==> config.mk <==
export PLATFORM = sky130hd
export DESIGN_NAME = ots_signal_top
export DESIGN_NICKNAME = d
export VERILOG_FILES = /design/src/ots_pkg.sv /design/src/ots_tap_if.sv /design/src/ots_signal_top.sv /design/src/ots_axis_cls.sv /design/src/ots_tap_det.sv
export SDC_FILE = /design/constraint.sdc
export NUM_CORES = 1
export LEC_CHECK = 0
export BUFFER_PORTS_ARGS = -buffer_cell sky130_fd_sc_hd__buf_2
export CAP_MARGIN = 0
export CORE_MARGIN = 5
export CORE_UTILIZATION = 40
export DETAILED_ROUTE_END_ITERATION = 7
export GPL_TIMING_DRIVEN = 1
export PLACE_DENSITY = 0.63
export SLEW_MARGIN = 10
export SYNTH_ARGS = -nofsm -noshare
export SYNTH_HDL_FRONTEND = slang
export SYNTH_SLANG_ARGS = --single-unit
==> constraint.sdc <==
create_clock -name REF_CLK_I -period 5.1 [get_ports REF_CLK_I]
set_input_delay 0 -clock REF_CLK_I [delete_from_list [all_inputs] [get_ports REF_CLK_I]]
set_output_delay 0 -clock REF_CLK_I [all_outputs]
set_load 0.01 [all_outputs]
==> src/ots_pkg.sv <==
// ots_pkg: register map, reset values, timing and types of the orientation and tap output block
// assumes one 125 MHz clock and 12-bit signed samples from the measurement chain
package ots_pkg;
  localparam int unsigned CLK_HZ      = 125_000_000;
  localparam int unsigned TURN_ON_MS  = 30;
  localparam int unsigned TURN_ON_CYC = CLK_HZ / 1000 * TURN_ON_MS;

  localparam int AW = 8;
  localparam int DW = 32;
  localparam int SW = 12;
  localparam int CW = 8;

  localparam logic [AW-1:0] OFS_CTRL       = 8'h00;
  localparam logic [AW-1:0] OFS_ORIENT_THR = 8'h04;
  localparam logic [AW-1:0] OFS_STABLE     = 8'h08;
  localparam logic [AW-1:0] OFS_TAP_THR    = 8'h0c;
  localparam logic [AW-1:0] OFS_TAP_LAT    = 8'h10;
  localparam logic [AW-1:0] OFS_TAP_WIN    = 8'h14;
  localparam logic [AW-1:0] OFS_STATUS     = 8'h18;
  localparam logic [AW-1:0] OFS_IRQ_STAT   = 8'h1c;
  localparam logic [AW-1:0] OFS_IRQ_CLR    = 8'h20;
  localparam logic [AW-1:0] OFS_IRQ_EN     = 8'h24;

  localparam int CTRL_SINGLE = 0;
  localparam int CTRL_DOUBLE = 1;
  localparam int STAT_READY  = 3;
  localparam int STAT_LP     = 4;
  localparam int IRQ_ORIENT  = 0;
  localparam int IRQ_SINGLE  = 1;
  localparam int IRQ_DOUBLE  = 2;
  localparam int IRQ_READY   = 3;
  localparam int IW          = 4;

  localparam logic [1:0]    CTRL_RST       = 2'h0;
  localparam logic [SW-1:0] ORIENT_THR_RST = 12'h200;
  localparam logic [CW-1:0] STABLE_RST     = 8'h10;
  localparam logic [SW-1:0] TAP_THR_RST    = 12'h400;
  localparam logic [CW-1:0] TAP_LAT_RST    = 8'h04;
  localparam logic [CW-1:0] TAP_WIN_RST    = 8'h20;
  localparam logic [IW-1:0] IRQ_EN_RST     = 4'h0;

  typedef enum logic [2:0] {
    OR_NONE    = 3'b000,
    OR_PORT_UP = 3'b001,
    OR_PORT_DN = 3'b010,
    OR_LAND_LF = 3'b011,
    OR_LAND_RT = 3'b100,
    OR_FACE_UP = 3'b101,
    OR_FACE_DN = 3'b110
  } ots_orient_t;

  typedef enum logic [1:0] {
    TP_IDLE = 2'b00,
    TP_LAT  = 2'b01,
    TP_WIN  = 2'b10
  } ots_tap_state_t;
endpackage

==> src/ots_tap_if.sv <==
// ots_tap_if: tap hit and tap events between the top and the tap detector
// assumes both ends run on the same clock
`timescale 1ns/10ps
interface ots_tap_if;
  logic sample;
  logic hit;
  logic single_ev;
  logic double_ev;
  modport src (output sample, output hit, input single_ev, input double_ev);
  modport det (input sample, input hit, output single_ev, output double_ev);
endinterface

==> src/ots_signal_top.sv <==
// ots_signal_top: orientation lines, tap interrupt pin, power-down and register port
// assumes synchronous inputs and one sample enable per measurement from the chain
//
// The implementer's own choices: the address-and-strobe port and the address map.
`timescale 1ns/10ps
module ots_signal_top
  import ots_pkg::*;
#(
  parameter int unsigned TURN_ON_CYC_P = TURN_ON_CYC
)
(
  input  wire logic                 REF_CLK_I,
  input  wire logic                 SYS_RST_I,
  input  wire logic                 LOW_POWER_SELECT_I,
  input  wire logic                 SAMPLE_VALID_I,
  input  wire logic signed [SW-1:0] ACC_X_I,
  input  wire logic signed [SW-1:0] ACC_Y_I,
  input  wire logic signed [SW-1:0] ACC_Z_I,
  input  wire logic        [AW-1:0] REG_ADDR_I,
  input  wire logic        [DW-1:0] REG_WDATA_I,
  input  wire logic                 REG_WR_I,
  input  wire logic                 REG_RD_I,
  output logic             [DW-1:0] REG_RDATA_O,
  output logic                      PORTRAIT_INDICATION_O,
  output logic                      LANDSCAPE_INDICATION_O,
  output logic                      ORIENT_SIGN_O,
  output logic                      TAP_INT_O,
  output logic                      IRQ_O,
  output logic                      MEAS_PWR_EN_O
);
  localparam int WARM_W = $clog2(TURN_ON_CYC_P + 1);

  logic                 lp_sel;
  logic                 chain_rst;
  logic                 ready_q;
  logic [WARM_W-1:0]    warm_cnt;
  logic                 ready_ev;
  logic                 sample_en;
  logic [1:0]           ctrl;
  logic [SW-1:0]        orient_thr;
  logic [CW-1:0]        stable_lim;
  logic [CW-1:0]        stab_eff;
  logic [SW-1:0]        tap_thr;
  logic [CW-1:0]        tap_lat;
  logic [CW-1:0]        tap_win;
  logic [IW-1:0]        irq_stat;
  logic [IW-1:0]        irq_en;
  logic [IW-1:0]        irq_clr;
  logic [IW-1:0]        next_irq_stat;
  logic [IW-1:0]        irq_ev;
  logic [DW-1:0]        next_rdata;
  logic signed [SW-1:0] acc [3];
  logic [2:0]           pos;
  logic [2:0]           neg;
  logic [2:0]           jerk;
  logic [2:0]           dom;
  ots_orient_t          next_cand;
  ots_orient_t          cand_q;
  ots_orient_t          orient_q;
  logic [CW-1:0]        run;
  logic                 orient_ev;
  logic                 orient_pos;
  logic                 is_port;
  logic                 is_land;

  ots_tap_if tap_if ();

  // power-down select and measurement chain power
  assign lp_sel        = LOW_POWER_SELECT_I;
  assign chain_rst     = SYS_RST_I || lp_sel;
  assign MEAS_PWR_EN_O = !lp_sel;

  // turn-on wait after power-down release
  always_ff @(posedge REF_CLK_I)
  begin
    if (chain_rst)
    begin
      warm_cnt <= '0;
      ready_q  <= 1'b0;
    end
    else if (!ready_q)
    begin
      if (warm_cnt == WARM_W'(TURN_ON_CYC_P - 1))
        ready_q <= 1'b1;
      else
        warm_cnt <= warm_cnt + WARM_W'(1);
    end
  end

  assign ready_ev  = !chain_rst && !ready_q && warm_cnt == WARM_W'(TURN_ON_CYC_P - 1);
  assign sample_en = SAMPLE_VALID_I && ready_q && !lp_sel;

  // per-axis classification
  assign acc[0] = ACC_X_I;
  assign acc[1] = ACC_Y_I;
  assign acc[2] = ACC_Z_I;

  generate
    for (genvar a = 0; a < 3; a++)
    begin : g_axis
      ots_axis_cls #(
        .W (SW)
      ) u_axis (
        .clk_i      (REF_CLK_I),
        .rst_i      (chain_rst),
        .smp_i      (sample_en),
        .val_i      (acc[a]),
        .lvl_thr_i  (orient_thr),
        .jerk_thr_i (tap_thr),
        .pos_o      (pos[a]),
        .neg_o      (neg[a]),
        .jerk_o     (jerk[a])
      );
    end
  endgenerate

  // candidate orientation from the single dominant axis
  assign dom = pos | neg;

  always_comb
  begin
    next_cand = OR_NONE;
    case (dom)
      3'b001: next_cand = pos[0] ? OR_LAND_RT : OR_LAND_LF;
      3'b010: next_cand = pos[1] ? OR_PORT_UP : OR_PORT_DN;
      3'b100: next_cand = pos[2] ? OR_FACE_UP : OR_FACE_DN;
      default: next_cand = OR_NONE;
    endcase
  end

  // steadiness run: same candidate, no jerk on any axis
  assign stab_eff = (stable_lim == '0) ? 8'h01 : stable_lim;

  always_ff @(posedge REF_CLK_I)
  begin
    if (chain_rst)
    begin
      cand_q <= OR_NONE;
      run    <= '0;
    end
    else if (sample_en)
    begin
      cand_q <= next_cand;
      if (next_cand == OR_NONE || |jerk)
        run <= '0;
      else if (next_cand != cand_q)
        run <= 8'h01;
      else if (run != 8'hff)
        run <= run + 8'h01;
    end
  end

  assign orient_ev = !chain_rst && run >= stab_eff && cand_q != OR_NONE && cand_q != orient_q;

  always_ff @(posedge REF_CLK_I)
  begin
    if (chain_rst)
      orient_q <= OR_NONE;
    else if (run >= stab_eff && cand_q != OR_NONE)
      orient_q <= cand_q;
  end

  // orientation lines
  assign is_port    = orient_q == OR_PORT_UP || orient_q == OR_PORT_DN;
  assign is_land    = orient_q == OR_LAND_LF || orient_q == OR_LAND_RT;
  assign orient_pos = orient_q == OR_PORT_UP || orient_q == OR_LAND_RT || orient_q == OR_FACE_UP;

  always_ff @(posedge REF_CLK_I)
  begin
    if (chain_rst)
    begin
      PORTRAIT_INDICATION_O  <= 1'b0;
      LANDSCAPE_INDICATION_O <= 1'b0;
      ORIENT_SIGN_O          <= 1'b0;
    end
    else
    begin
      PORTRAIT_INDICATION_O  <= ready_q && is_port;
      LANDSCAPE_INDICATION_O <= ready_q && is_land;
      ORIENT_SIGN_O          <= ready_q && orient_pos;
    end
  end

  // tap detection
  assign tap_if.sample = sample_en;
  assign tap_if.hit    = |jerk;

  ots_tap_det u_tap (
    .clk_i       (REF_CLK_I),
    .rst_i       (chain_rst),
    .single_en_i (ctrl[CTRL_SINGLE]),
    .double_en_i (ctrl[CTRL_DOUBLE]),
    .lat_i       (tap_lat),
    .win_i       (tap_win),
    .tap         (tap_if)
  );

  // configuration registers
  always_ff @(posedge REF_CLK_I)
  begin
    if (SYS_RST_I)
    begin
      ctrl       <= CTRL_RST;
      orient_thr <= ORIENT_THR_RST;
      stable_lim <= STABLE_RST;
      tap_thr    <= TAP_THR_RST;
      tap_lat    <= TAP_LAT_RST;
      tap_win    <= TAP_WIN_RST;
      irq_en     <= IRQ_EN_RST;
    end
    else if (REG_WR_I)
    begin
      unique case (REG_ADDR_I)
        OFS_CTRL:       ctrl       <= REG_WDATA_I[1:0];
        OFS_ORIENT_THR: orient_thr <= REG_WDATA_I[SW-1:0];
        OFS_STABLE:     stable_lim <= REG_WDATA_I[CW-1:0];
        OFS_TAP_THR:    tap_thr    <= REG_WDATA_I[SW-1:0];
        OFS_TAP_LAT:    tap_lat    <= REG_WDATA_I[CW-1:0];
        OFS_TAP_WIN:    tap_win    <= REG_WDATA_I[CW-1:0];
        OFS_IRQ_EN:     irq_en     <= REG_WDATA_I[IW-1:0];
        default:        ;
      endcase
    end
  end

  // sticky event status, set wins over clear
  assign irq_clr = (REG_WR_I && REG_ADDR_I == OFS_IRQ_CLR) ? REG_WDATA_I[IW-1:0] : '0;

  always_comb
  begin
    irq_ev             = '0;
    irq_ev[IRQ_ORIENT] = orient_ev;
    irq_ev[IRQ_SINGLE] = tap_if.single_ev;
    irq_ev[IRQ_DOUBLE] = tap_if.double_ev;
    irq_ev[IRQ_READY]  = ready_ev;
    next_irq_stat      = (irq_stat & ~irq_clr) | irq_ev;
  end

  always_ff @(posedge REF_CLK_I)
  begin
    if (SYS_RST_I)
      irq_stat <= '0;
    else
      irq_stat <= next_irq_stat;
  end

  assign IRQ_O     = |(irq_stat & irq_en);
  assign TAP_INT_O = irq_stat[IRQ_SINGLE] || irq_stat[IRQ_DOUBLE];

  // read data, valid only in the cycle after the strobe
  always_comb
  begin
    next_rdata = '0;
    case (REG_ADDR_I)
      OFS_CTRL:       next_rdata[1:0]    = ctrl;
      OFS_ORIENT_THR: next_rdata[SW-1:0] = orient_thr;
      OFS_STABLE:     next_rdata[CW-1:0] = stable_lim;
      OFS_TAP_THR:    next_rdata[SW-1:0] = tap_thr;
      OFS_TAP_LAT:    next_rdata[CW-1:0] = tap_lat;
      OFS_TAP_WIN:    next_rdata[CW-1:0] = tap_win;
      OFS_STATUS:     next_rdata[STAT_LP:0] = {lp_sel, ready_q, orient_q};
      OFS_IRQ_STAT:   next_rdata[IW-1:0] = irq_stat;
      OFS_IRQ_EN:     next_rdata[IW-1:0] = irq_en;
      default:        next_rdata = '0;
    endcase
  end

  always_ff @(posedge REF_CLK_I)
  begin
    if (SYS_RST_I)
      REG_RDATA_O <= '0;
    else
      REG_RDATA_O <= REG_RD_I ? next_rdata : '0;
  end

  // checks
  property p_portrait;
    @(posedge REF_CLK_I) disable iff (SYS_RST_I)
    ready_q && !lp_sel && (orient_q == OR_PORT_UP || orient_q == OR_PORT_DN)
      |=> PORTRAIT_INDICATION_O && !LANDSCAPE_INDICATION_O;
  endproperty
  a_portrait: assert property (p_portrait) else $error("portrait line not high");

  property p_landscape;
    @(posedge REF_CLK_I) disable iff (SYS_RST_I)
    ready_q && !lp_sel && (orient_q == OR_LAND_LF || orient_q == OR_LAND_RT)
      |=> LANDSCAPE_INDICATION_O && !PORTRAIT_INDICATION_O;
  endproperty
  a_landscape: assert property (p_landscape) else $error("landscape line not high");

  property p_face;
    @(posedge REF_CLK_I) disable iff (SYS_RST_I)
    (orient_q == OR_FACE_UP || orient_q == OR_FACE_DN) |=> !PORTRAIT_INDICATION_O && !LANDSCAPE_INDICATION_O;
  endproperty
  a_face: assert property (p_face) else $error("face orientation drove class line");

  property p_sign;
    @(posedge REF_CLK_I) disable iff (SYS_RST_I)
    ready_q && !lp_sel && orient_q != OR_NONE
      |=> ORIENT_SIGN_O == ($past(orient_q) inside {OR_PORT_UP, OR_LAND_RT, OR_FACE_UP});
  endproperty
  a_sign: assert property (p_sign) else $error("sign line wrong");

  property p_lp_off;
    @(posedge REF_CLK_I) disable iff (SYS_RST_I)
    LOW_POWER_SELECT_I |=> !PORTRAIT_INDICATION_O && !LANDSCAPE_INDICATION_O && !ORIENT_SIGN_O && !ready_q;
  endproperty
  a_lp_off: assert property (p_lp_off) else $error("outputs active in power-down");

  property p_chain_off;
    @(posedge REF_CLK_I) disable iff (SYS_RST_I)
    LOW_POWER_SELECT_I [*2] |-> orient_q == OR_NONE && !tap_if.single_ev && !tap_if.double_ev && !MEAS_PWR_EN_O;
  endproperty
  a_chain_off: assert property (p_chain_off) else $error("detection during power-down");

  property p_turn_on;
    @(posedge REF_CLK_I) disable iff (SYS_RST_I)
    $fell(LOW_POWER_SELECT_I) |-> !ready_q [*8];
  endproperty
  a_turn_on: assert property (p_turn_on) else $error("ready too soon after power-down");

  property p_ready_at;
    @(posedge REF_CLK_I) disable iff (SYS_RST_I)
    $rose(ready_q) |-> $past(warm_cnt) == WARM_W'(TURN_ON_CYC_P - 1) && irq_stat[IRQ_READY];
  endproperty
  a_ready_at: assert property (p_ready_at) else $error("turn-on count wrong");

  property p_stable;
    @(posedge REF_CLK_I) disable iff (SYS_RST_I || lp_sel)
    $changed(orient_q) |-> $past(run) >= $past(stab_eff) && orient_q == $past(cand_q);
  endproperty
  a_stable: assert property (p_stable) else $error("orientation changed before steady");

  property p_single;
    @(posedge REF_CLK_I) disable iff (SYS_RST_I)
    tap_if.single_ev |-> ctrl[CTRL_SINGLE] ##1 TAP_INT_O && irq_stat[IRQ_SINGLE];
  endproperty
  a_single: assert property (p_single) else $error("single tap not signalled");

  property p_double;
    @(posedge REF_CLK_I) disable iff (SYS_RST_I)
    tap_if.double_ev |-> ctrl[CTRL_DOUBLE] ##1 TAP_INT_O && irq_stat[IRQ_DOUBLE];
  endproperty
  a_double: assert property (p_double) else $error("double tap not signalled");

  property p_tap_off;
    @(posedge REF_CLK_I) disable iff (SYS_RST_I)
    ctrl == 2'b00 |-> !tap_if.single_ev && !tap_if.double_ev;
  endproperty
  a_tap_off: assert property (p_tap_off) else $error("tap event while disabled");
endmodule

==> src/ots_axis_cls.sv <==
// ots_axis_cls: one axis, level against threshold and sample-to-sample jerk
// assumes smp_i is a one-cycle enable per sample
`timescale 1ns/10ps
module ots_axis_cls
  import ots_pkg::*;
#(
  parameter int W = SW
)
(
  input  wire logic                clk_i,
  input  wire logic                rst_i,
  input  wire logic                smp_i,
  input  wire logic signed [W-1:0] val_i,
  input  wire logic        [W-1:0] lvl_thr_i,
  input  wire logic        [W-1:0] jerk_thr_i,
  output logic                     pos_o,
  output logic                     neg_o,
  output logic                     jerk_o
);
  logic signed [W-1:0] prev;
  logic                primed;
  logic signed [W:0]   diff;
  logic        [W:0]   mag;

  always_ff @(posedge clk_i)
  begin
    if (rst_i)
    begin
      prev   <= '0;
      primed <= 1'b0;
    end
    else if (smp_i)
    begin
      prev   <= val_i;
      primed <= 1'b1;
    end
  end

  assign diff   = $signed({val_i[W-1], val_i}) - $signed({prev[W-1], prev});
  assign mag    = diff[W] ? -diff : diff;
  assign pos_o  = $signed({val_i[W-1], val_i}) > $signed({1'b0, lvl_thr_i});
  assign neg_o  = $signed({val_i[W-1], val_i}) < -$signed({1'b0, lvl_thr_i});
  assign jerk_o = primed && (mag > {1'b0, jerk_thr_i});
endmodule

==> src/ots_tap_det.sv <==
// ots_tap_det: single and double tap recognition, counted in samples
// assumes hit is only meaningful together with sample
`timescale 1ns/10ps
module ots_tap_det
  import ots_pkg::*;
(
  input  wire logic          clk_i,
  input  wire logic          rst_i,
  input  wire logic          single_en_i,
  input  wire logic          double_en_i,
  input  wire logic [CW-1:0] lat_i,
  input  wire logic [CW-1:0] win_i,
  ots_tap_if.det             tap
);
  ots_tap_state_t state;
  logic [CW-1:0]  cnt;

  always_ff @(posedge clk_i)
  begin
    if (rst_i)
    begin
      state <= TP_IDLE;
      cnt   <= '0;
    end
    else if (tap.sample)
    begin
      unique case (state)
        TP_IDLE:
        begin
          cnt <= '0;
          if (tap.hit && double_en_i)
            state <= TP_LAT;
        end
        TP_LAT:
        begin
          if (cnt >= lat_i)
          begin
            state <= TP_WIN;
            cnt   <= '0;
          end
          else
            cnt <= cnt + 8'h01;
        end
        TP_WIN:
        begin
          if (tap.hit || cnt >= win_i)
            state <= TP_IDLE;
          else
            cnt <= cnt + 8'h01;
        end
        default: state <= TP_IDLE;
      endcase
    end
  end

  // single: at once without double, else when the window runs out
  assign tap.single_ev = tap.sample && single_en_i && ((state == TP_IDLE && tap.hit && !double_en_i) ||
                         (state == TP_WIN && !tap.hit && cnt >= win_i));
  assign tap.double_ev = tap.sample && double_en_i && state == TP_WIN && tap.hit;

  property p_double_win;
    @(posedge clk_i) disable iff (rst_i)
    tap.double_ev |-> state == TP_WIN && cnt <= win_i && $past(state) != TP_IDLE;
  endproperty
  a_double_win: assert property (p_double_win) else $error("double tap outside window");
endmodule

## Word level (Yosys, flattened, before mapping)

Cells that the tools add are included.

- Input bits: 82
- Register bits: 177
- Word-level logic and storage cells: 167
- Output and inout bits: 38

- $add $sub $neg: 10
- Bitwise operators: 8
- Order comparisons: 12
- Reduce and logical (&&, ||, !) cells: 60
- Multiplexer cells: 26
- Equality and inequality tests: 27

Operator list:

| kind | count |
|---|---|
| 8-bit 2-to-1 mux | 6 |
| 12-bit by 13-bit greater-than comparator with 1-bit output | 3 |
| 13-bit by 12-bit greater-than comparator with 1-bit output | 3 |
| 12-bit by 13-bit < comparator with 1-bit output | 3 |
| 13-bit 2-to-1 mux | 3 |
| 13-bit negator | 3 |
| 12-bit by 12-bit subtractor with 13-bit output | 3 |
| 8-bit by 5-bit equality test with 1-bit output, second input constant | 4 |
| 1-bit logical AND | 25 |
| 8-bit greater-or-equal comparator | 3 |
| 8-bit one-hot mux with 3 select lines | 1 |
| 22-bit by 1-bit adder with 22-bit output, second input constant | 1 |
| 22-bit equality test, second input constant | 1 |
| 2-bit one-hot mux with 9 select lines | 1 |
| 2-bit AND reduction | 9 |
| 8-bit by 1-bit adder with 8-bit output, second input constant | 2 |
| 8-bit by 4-bit equality test with 1-bit output, second input constant | 2 |
| 8-bit by 6-bit equality test with 1-bit output, second input constant | 2 |
| 8-bit logical NOT | 2 |
| 2-bit one-hot mux with 8 select lines | 1 |
| 3-bit one-hot mux with 5 select lines | 1 |
| 12-bit negator with 13-bit output | 1 |
| 2-bit 2-to-1 mux | 5 |
| 3-bit by 2-bit equality test with 1-bit output, second input constant | 3 |
| other kinds (31) | 55 |

## Logic depth before layout (Yosys ltp)

- Depth after elaboration: 12
- Gate-level depth with buffers: 23
- Gate-level depth less buffers: 23

## Cells and area by module

Synthesis repeated with hierarchy kept, for this count alone.

- Cell total of the unflattened synthesis: 1729
- Area, all modules: 13744.4 um^2

By module, submodules not included:

| module | area each (um^2) | cells an instance | seq. area each (um^2) | times used |
|---|---|---|---|---|
| ots_signal_top | 5336.4 | 667 | 2202.1 | 1 |
| ots_axis_cls at g_axis[0].u_axis ... | 2402.3 | 302 | 260.2 | 2 |
| ots_axis_cls at g_axis[1].u_axis | 2528.7 | 328 | 260.2 | 1 |
| ots_tap_det | 1074.8 | 130 | 200.2 | 1 |

## Worst setup path before layout

No wires, ideal clock.

- Path kind: register to register
- Start point: register g_axis[0].u_axis.prev[0]
- End point: register u_tap.cnt[7]
- Library setup time: 0.117 ns
- Clock period less this slack: 4.830 ns
- Stages on the path, launching flop included: 21
- Arrival: 4.713 ns
- Buffers on the path: 1
- Data required time: 4.983 ns
- Slack: 0.270 ns
- Cell sequence: dfxtp_1 -> ha_1 -> fa_1 -> nor2b_1 -> o2111ai_1 -> a311oi_2 -> o21ai_0 -> a21oi_1 -> clkbuf_1 -> mux2i_1 -> ha_1 -> nor2b_1 -> o21a_1 -> o211ai_1 -> a31oi_1 -> a2bb2oi_1 -> o31ai_1 -> o211ai_4 -> o31a_1 -> a211o_1 -> a32o_1

- Longest elaborated chain between the ends: 9

Ends and longest elaborated chain:

| element | RTL line | source |
|---|---|---|
| start, declared | ots_axis_cls.sv:20 | `logic signed [W-1:0] prev;` |
| start signal, assigned | ots_axis_cls.sv:34 | `prev <= val_i;` |
| 12-bit by 12-bit subtractor with 13-bit output (*) | ots_axis_cls.sv:39 | `assign diff = $signed({val_i[W-1], val_i}) - $signed({prev[W-1], prev});` |
| 13-bit negator | ots_axis_cls.sv:40 | `assign mag = diff[W] ? -diff : diff;` |
| 13-bit 2-to-1 mux (*) | ots_axis_cls.sv:40 |  |
| 13-bit by 12-bit greater-than comparator with 1-bit output (*) | ots_axis_cls.sv:43 | `assign jerk_o = primed && (mag > {1'b0, jerk_thr_i});` |
| 1-bit logical AND (*) | ots_axis_cls.sv:43 |  |
| 3-bit OR reduction (*) | ots_signal_top.sv:186 | `assign tap_if.hit = \|jerk;` |
| 1-bit logical OR (*) | ots_tap_det.sv:46 | `if (tap.hit \|\| cnt >= win_i)` |
| 2-bit inequality test (no source line) (*) | - |  |
| 3-bit AND reduction (no source line) (*) | - |  |
| end signal, assigned | ots_tap_det.sv:42 | `cnt <= cnt + 8'h01;` |
| end signal, assigned | ots_tap_det.sv:49 | `cnt <= cnt + 8'h01;` |
| end, declared | ots_tap_det.sv:16 | `logic [CW-1:0] cnt;` |

Every way passes the cells marked *; elsewhere a longest branch is shown, timed or not.
A chain may end at the register's enable or synchronous reset.

## Worst setup path after layout

- Start point: register g_axis[1].u_axis.prev[0]
- End point: register u_tap.cnt[7]

- Longest elaborated chain between the ends: 9

Ends and longest elaborated chain:

| element | RTL line |
|---|---|
| start, declared | ots_axis_cls.sv:20 |
| start signal, assigned | ots_axis_cls.sv:34 |
| 12-bit by 12-bit subtractor with 13-bit output (*) | ots_axis_cls.sv:39 |
| 13-bit negator | ots_axis_cls.sv:40 |
| 13-bit 2-to-1 mux (*) | ots_axis_cls.sv:40 |
| 13-bit by 12-bit greater-than comparator with 1-bit output (*) | ots_axis_cls.sv:43 |
| 1-bit logical AND (*) | ots_axis_cls.sv:43 |
| 3-bit OR reduction (*) | ots_signal_top.sv:186 |
| 1-bit logical OR (*) | ots_tap_det.sv:46 |
| 2-bit inequality test (no source line) (*) | - |
| 3-bit AND reduction (no source line) (*) | - |

Marks and branches as above.

==> results_dict.tcl <==
set metrics [dict create \
    synth-xor-area-share_pct 5.711 \
    cp-end-kind "flop" \
    critical_path_class "reg2reg" \
    p_leak_nw 6.005 \
    switching_share_pct 29.74 \
    io_pins 120 \
    r2r-end "u_tap.cnt[7]" \
    path_cells "ha_1 -> fa_2 -> nor2b_2 -> o211ai_1 -> a31oi_2 -> nand4_1 -> a41oi_2 -> buf_4 -> a21oi_1 -> xnor2_1 -> ha_1 -> and3_4 -> a221oi_2 -> a21o_1 -> a211oi_1 -> o31ai_2 -> o211ai_4 -> o31a_1 -> a211o_1 -> a32o_1" \
    maxCapViolations 0 \
    setup_viol 0 \
    ys_async_sr_fraction_pct 0 \
    path_clk_slew_ps 70 \
    initial_core_util_pct 40.27 \
    outcome "completed" \
    place.gp.congestion 0.9148 \
    cts_tree "done" \
    ir_drop_mv 0.2489 \
    seqPwrFrac_pct 38.3 \
    place_ws_ps -40.48 \
    hold_viol 0 \
    hold_class "in2reg" \
    die_w_um 190.5 \
    n_antenna_cell 0 \
    min_delay_path_depth 4 \
    grt_overflow_total 0 \
    yosysTopAreaCell "dfxtp_1" \
    grt_start_max_net_pins 62 \
    path_buf_inv 1 \
    r2r-start "g_axis[1].u_axis.prev[0]" \
    yosys.area_share.adder_pct 18.02 \
    critPathMaxFanout 6 \
    clockRootBuffer "clkbuf_16" \
    yosysTopAreaCellShare_pct 24.11 \
    coreArea_um2 32370 \
    clkPwrFrac_pct 40.9 \
    placedCellCount 2154 \
    fill_cells 3254 \
    postRouteWirelength_um 39840 \
    cts_sinks 157 \
    r2r_cells 20 \
    cp_data_required_time_ps 5440 \
    grt_pass1_wl_um 62250 \
    setup_slack_ps 159.5 \
    cts_buffers 17 \
    ys_seq_area_share_pct 24.11 \
    wl_per_cell_um 17.73 \
    ys_top_cells_by_area "dfxtp_1 (24%), ha_1 (18%), nand2_1 (6.6%), a21oi_1 (6.0%), nor2_1 (3.7%)" \
    hp-start "ACC_X_I[1]" \
    switching_power_w 0.0009537 \
    die_y_um 190.5 \
    synth_compound_area_share_pct 21.56 \
    worst_slew_pin_slew_ps 1084 \
    syn-cell-area_um2 13040 \
    holdPathEnd "g_axis[0].u_axis.prev[1]" \
    cp_top_family "compound AO/OA/AOI/OAI gates" \
    critPathMostFrequentCell "ha_1" \
    slew_violations 0 \
    relSlewSlack_pct 27.76 \
    clk_latency_ps 440 \
    intPower_w 0.002253 \
    routed_via_density 5.578 \
    synth_edf_count 0 \
    pwr-share-comb_pct 20.8 \
    io_buffers 79 \
    grt_usage_pct 21.34 \
    clock.fmax_mhz 202.4 \
    syn_to_final_growth_pct 16.46 \
    synthTopCellsByCount "nand2_1 (229), ha_1 (183), dfxtp_1 (157)" \
    synthCells 1667 \
    ff2ff_setup_slack_ps 160 \
    clock_path_buffers 2 \
    dpl.hpwl_um 29800 \
    period_minus_slack_ps 4940 \
    critical-path-max-stage-delay_ps 370 \
    final_nets 2060 \
    synth_most_common_cell "nand2_1" \
    min_period_over_period_pct 96.87 \
    grt_pass1_vias 12079 \
    arrival_ps 5280 \
    drt_iter0_markers 872 \
    final_cell_count_no_fill 2247 \
    cp-start-kind "flop" \
    ys_warn_count 0 \
    drc_errors 0 \
    die_area_um2 36300 \
    cpMaxStageDelayCell "fa_2" \
    ys_ff_latch 157 \
    synth-simple-area-share_pct 22.77 \
    postSynthAreaPerCell_um2 7.820 \
    cts_htree_levels 4 \
    rows 66 \
    drtAntennaViolNets 0 \
    drive_gt1_share_pct 11.41 \
    ys.flop_type "dfxtp_1" \
    firstDrtPassIters 6 \
    ys_types 92 \
    antenna_found_initial 0 \
    via_count 12534 \
    skew_ps 13.45 \
    synth_top_family_by_area "simple AND/OR/NAND/NOR gates" \
    power.density_nw_per_um2 211.2 \
    synthMuxAreaShare_pct 1.891 \
]
-- power by group through the flow --
stage / sequential [W] / combinational, W / clock (W)
after detailed placement: 0.00126 / 0.000598 / 0
after floorplan: 0.00126 / 0.000437 / 0
final: 0.00123 / 0.000668 / 0.00131
after CTS: 0.00123 / 0.000632 / 0.00134
after global placement: 0.00126 / 0.000582 / 0
after global routing: 0.00123 / 0.000738 / 0.00138
-- tightest hold or removal path, delay by kind of cell --
family | cells | cell delay [ps]
buffers and inverters | 2 | 300
and+or+nand+nor | 1 | 60
AOI/OAI and AO/OA | 1 | 50
-- stage by stage --
step / TNS, ps / utilization (%) / total power [W] / hold slack, ps / instance area, um^2
2_1_floorplan: 0 / - / 0.001693 / 50.98 / 13110
3_3_place_gp: 0 / 42.85 / 0.001838 / 226.4 / 13870
3_5_place_dp: -180.9 / 42.85 / 0.001855 / 226.7 / 13870
4_1_cts: 0 / 46.22 / 0.003200 / 7.308 / 14960
5_1_grt: -478.7 / 46.90 / 0.003346 / 18.50 / 15180
6_report: 0 / 46.90 / 0.003207 / 21.85 / 15180
-- kinds of logic (layout without fill, tap and decap cells) --
kind of cell / count (synthesis) / in the layout
buf+inv: 185 / 304
other cells: 1 / 20
simple gates: 613 / 613
compound gates: 416 / 416
mux: 24 / 24
flops: 157 / 157
fa+ha+maj: 186 / 186
xor+xnor: 85 / 85
-- state kept, by name (all words and copies together) (netlist names) --
register,count
ctrl,2
tap_lat,8
cand_q,3
PORTRAIT_INDICATION_O,1
u_tap.state,2
ready_q,1
warm_cnt,22
run,8
tap_thr,12
REG_RDATA_O,12
irq_en,4
ORIENT_SIGN_O,1
g_axis.u_axis.primed,1
g_axis.u_axis.prev,36
orient_q,3
stable_lim,8
irq_stat,4
u_tap.cnt,8
tap_win,8
orient_thr,12
LANDSCAPE_INDICATION_O,1
-- cell usage in the layout, fill, tap and decap left out, types with 20 or more instances in the layout --
master         count
nor2b_1           25
nand3_1           51
dlygate4sd3_1     48
nand2_1          229
a21oi_1          155
nor2_1           128
buf_2             79
inv_1            108
xnor2_1           44
ha_1             181
conb_1            20
a31oi_1           21
o21ai_0           40
a21o_1            36
and3_1            24
xor2_1            40
nor3_1            42
dfxtp_1          157
nand4_1           21
o21a_1            24
buf_4             36
-- layer usage --
metal | global-route usage, % | vias up | part of all wire (%)
met2 | 36.79 | 342 | 48
met5 | 0 | - | 0
met4 | 8.204 | 0 | 3.9
met3 | 3.241 | 92 | 5.1
li1 | - | 6191 | -
met1 | 26.88 | 5909 | 43
-- timing repair --
| action | in CTS | in global routing |
|---|---|---|
| endpoints found under the hold margin | 89 | 0 |
| hold buffers | 48 | 0 |
| pin swaps | 0 | 13 |
| buffers inserted | 0 | 12 |
| setup endpoints to repair | 6 | 17 |
| cloned | 0 | 1 |
| resized for setup | 2 | 21 |
-- worst max path at each step --
stage | startpoint | endpoint | slack (ps) | depth (start not counted)
floorplan | g_axis[0].u_axis.prev[0] | u_tap.cnt[7] | 270 | 20
global placement | g_axis[1].u_axis.prev[0] | u_tap.cnt[7] | 110 | 20
detailed placement | g_axis[1].u_axis.prev[0] | u_tap.cnt[2] | -40 | 20
CTS | g_axis[1].u_axis.prev[0] | u_tap.cnt[7] | 40 | 20
global route | g_axis[1].u_axis.prev[0] | u_tap.cnt[6] | -100 | 21
finish | g_axis[1].u_axis.prev[0] | u_tap.cnt[7] | 160 | 20
-- layout make-up --
cell class	instances	area, um^2	share of cell area, %
repair buffers	164	1157	7.623
multi-input cells	1344	9324	61.41
clock inverters	11	118.9	0.7829
inverters	108	405.4	2.670
flip-flops and latches	157	3143	20.70
clock buffers	21	480.5	3.165
well taps	442	553.0	3.643
(Power assumes the default switching activity.)
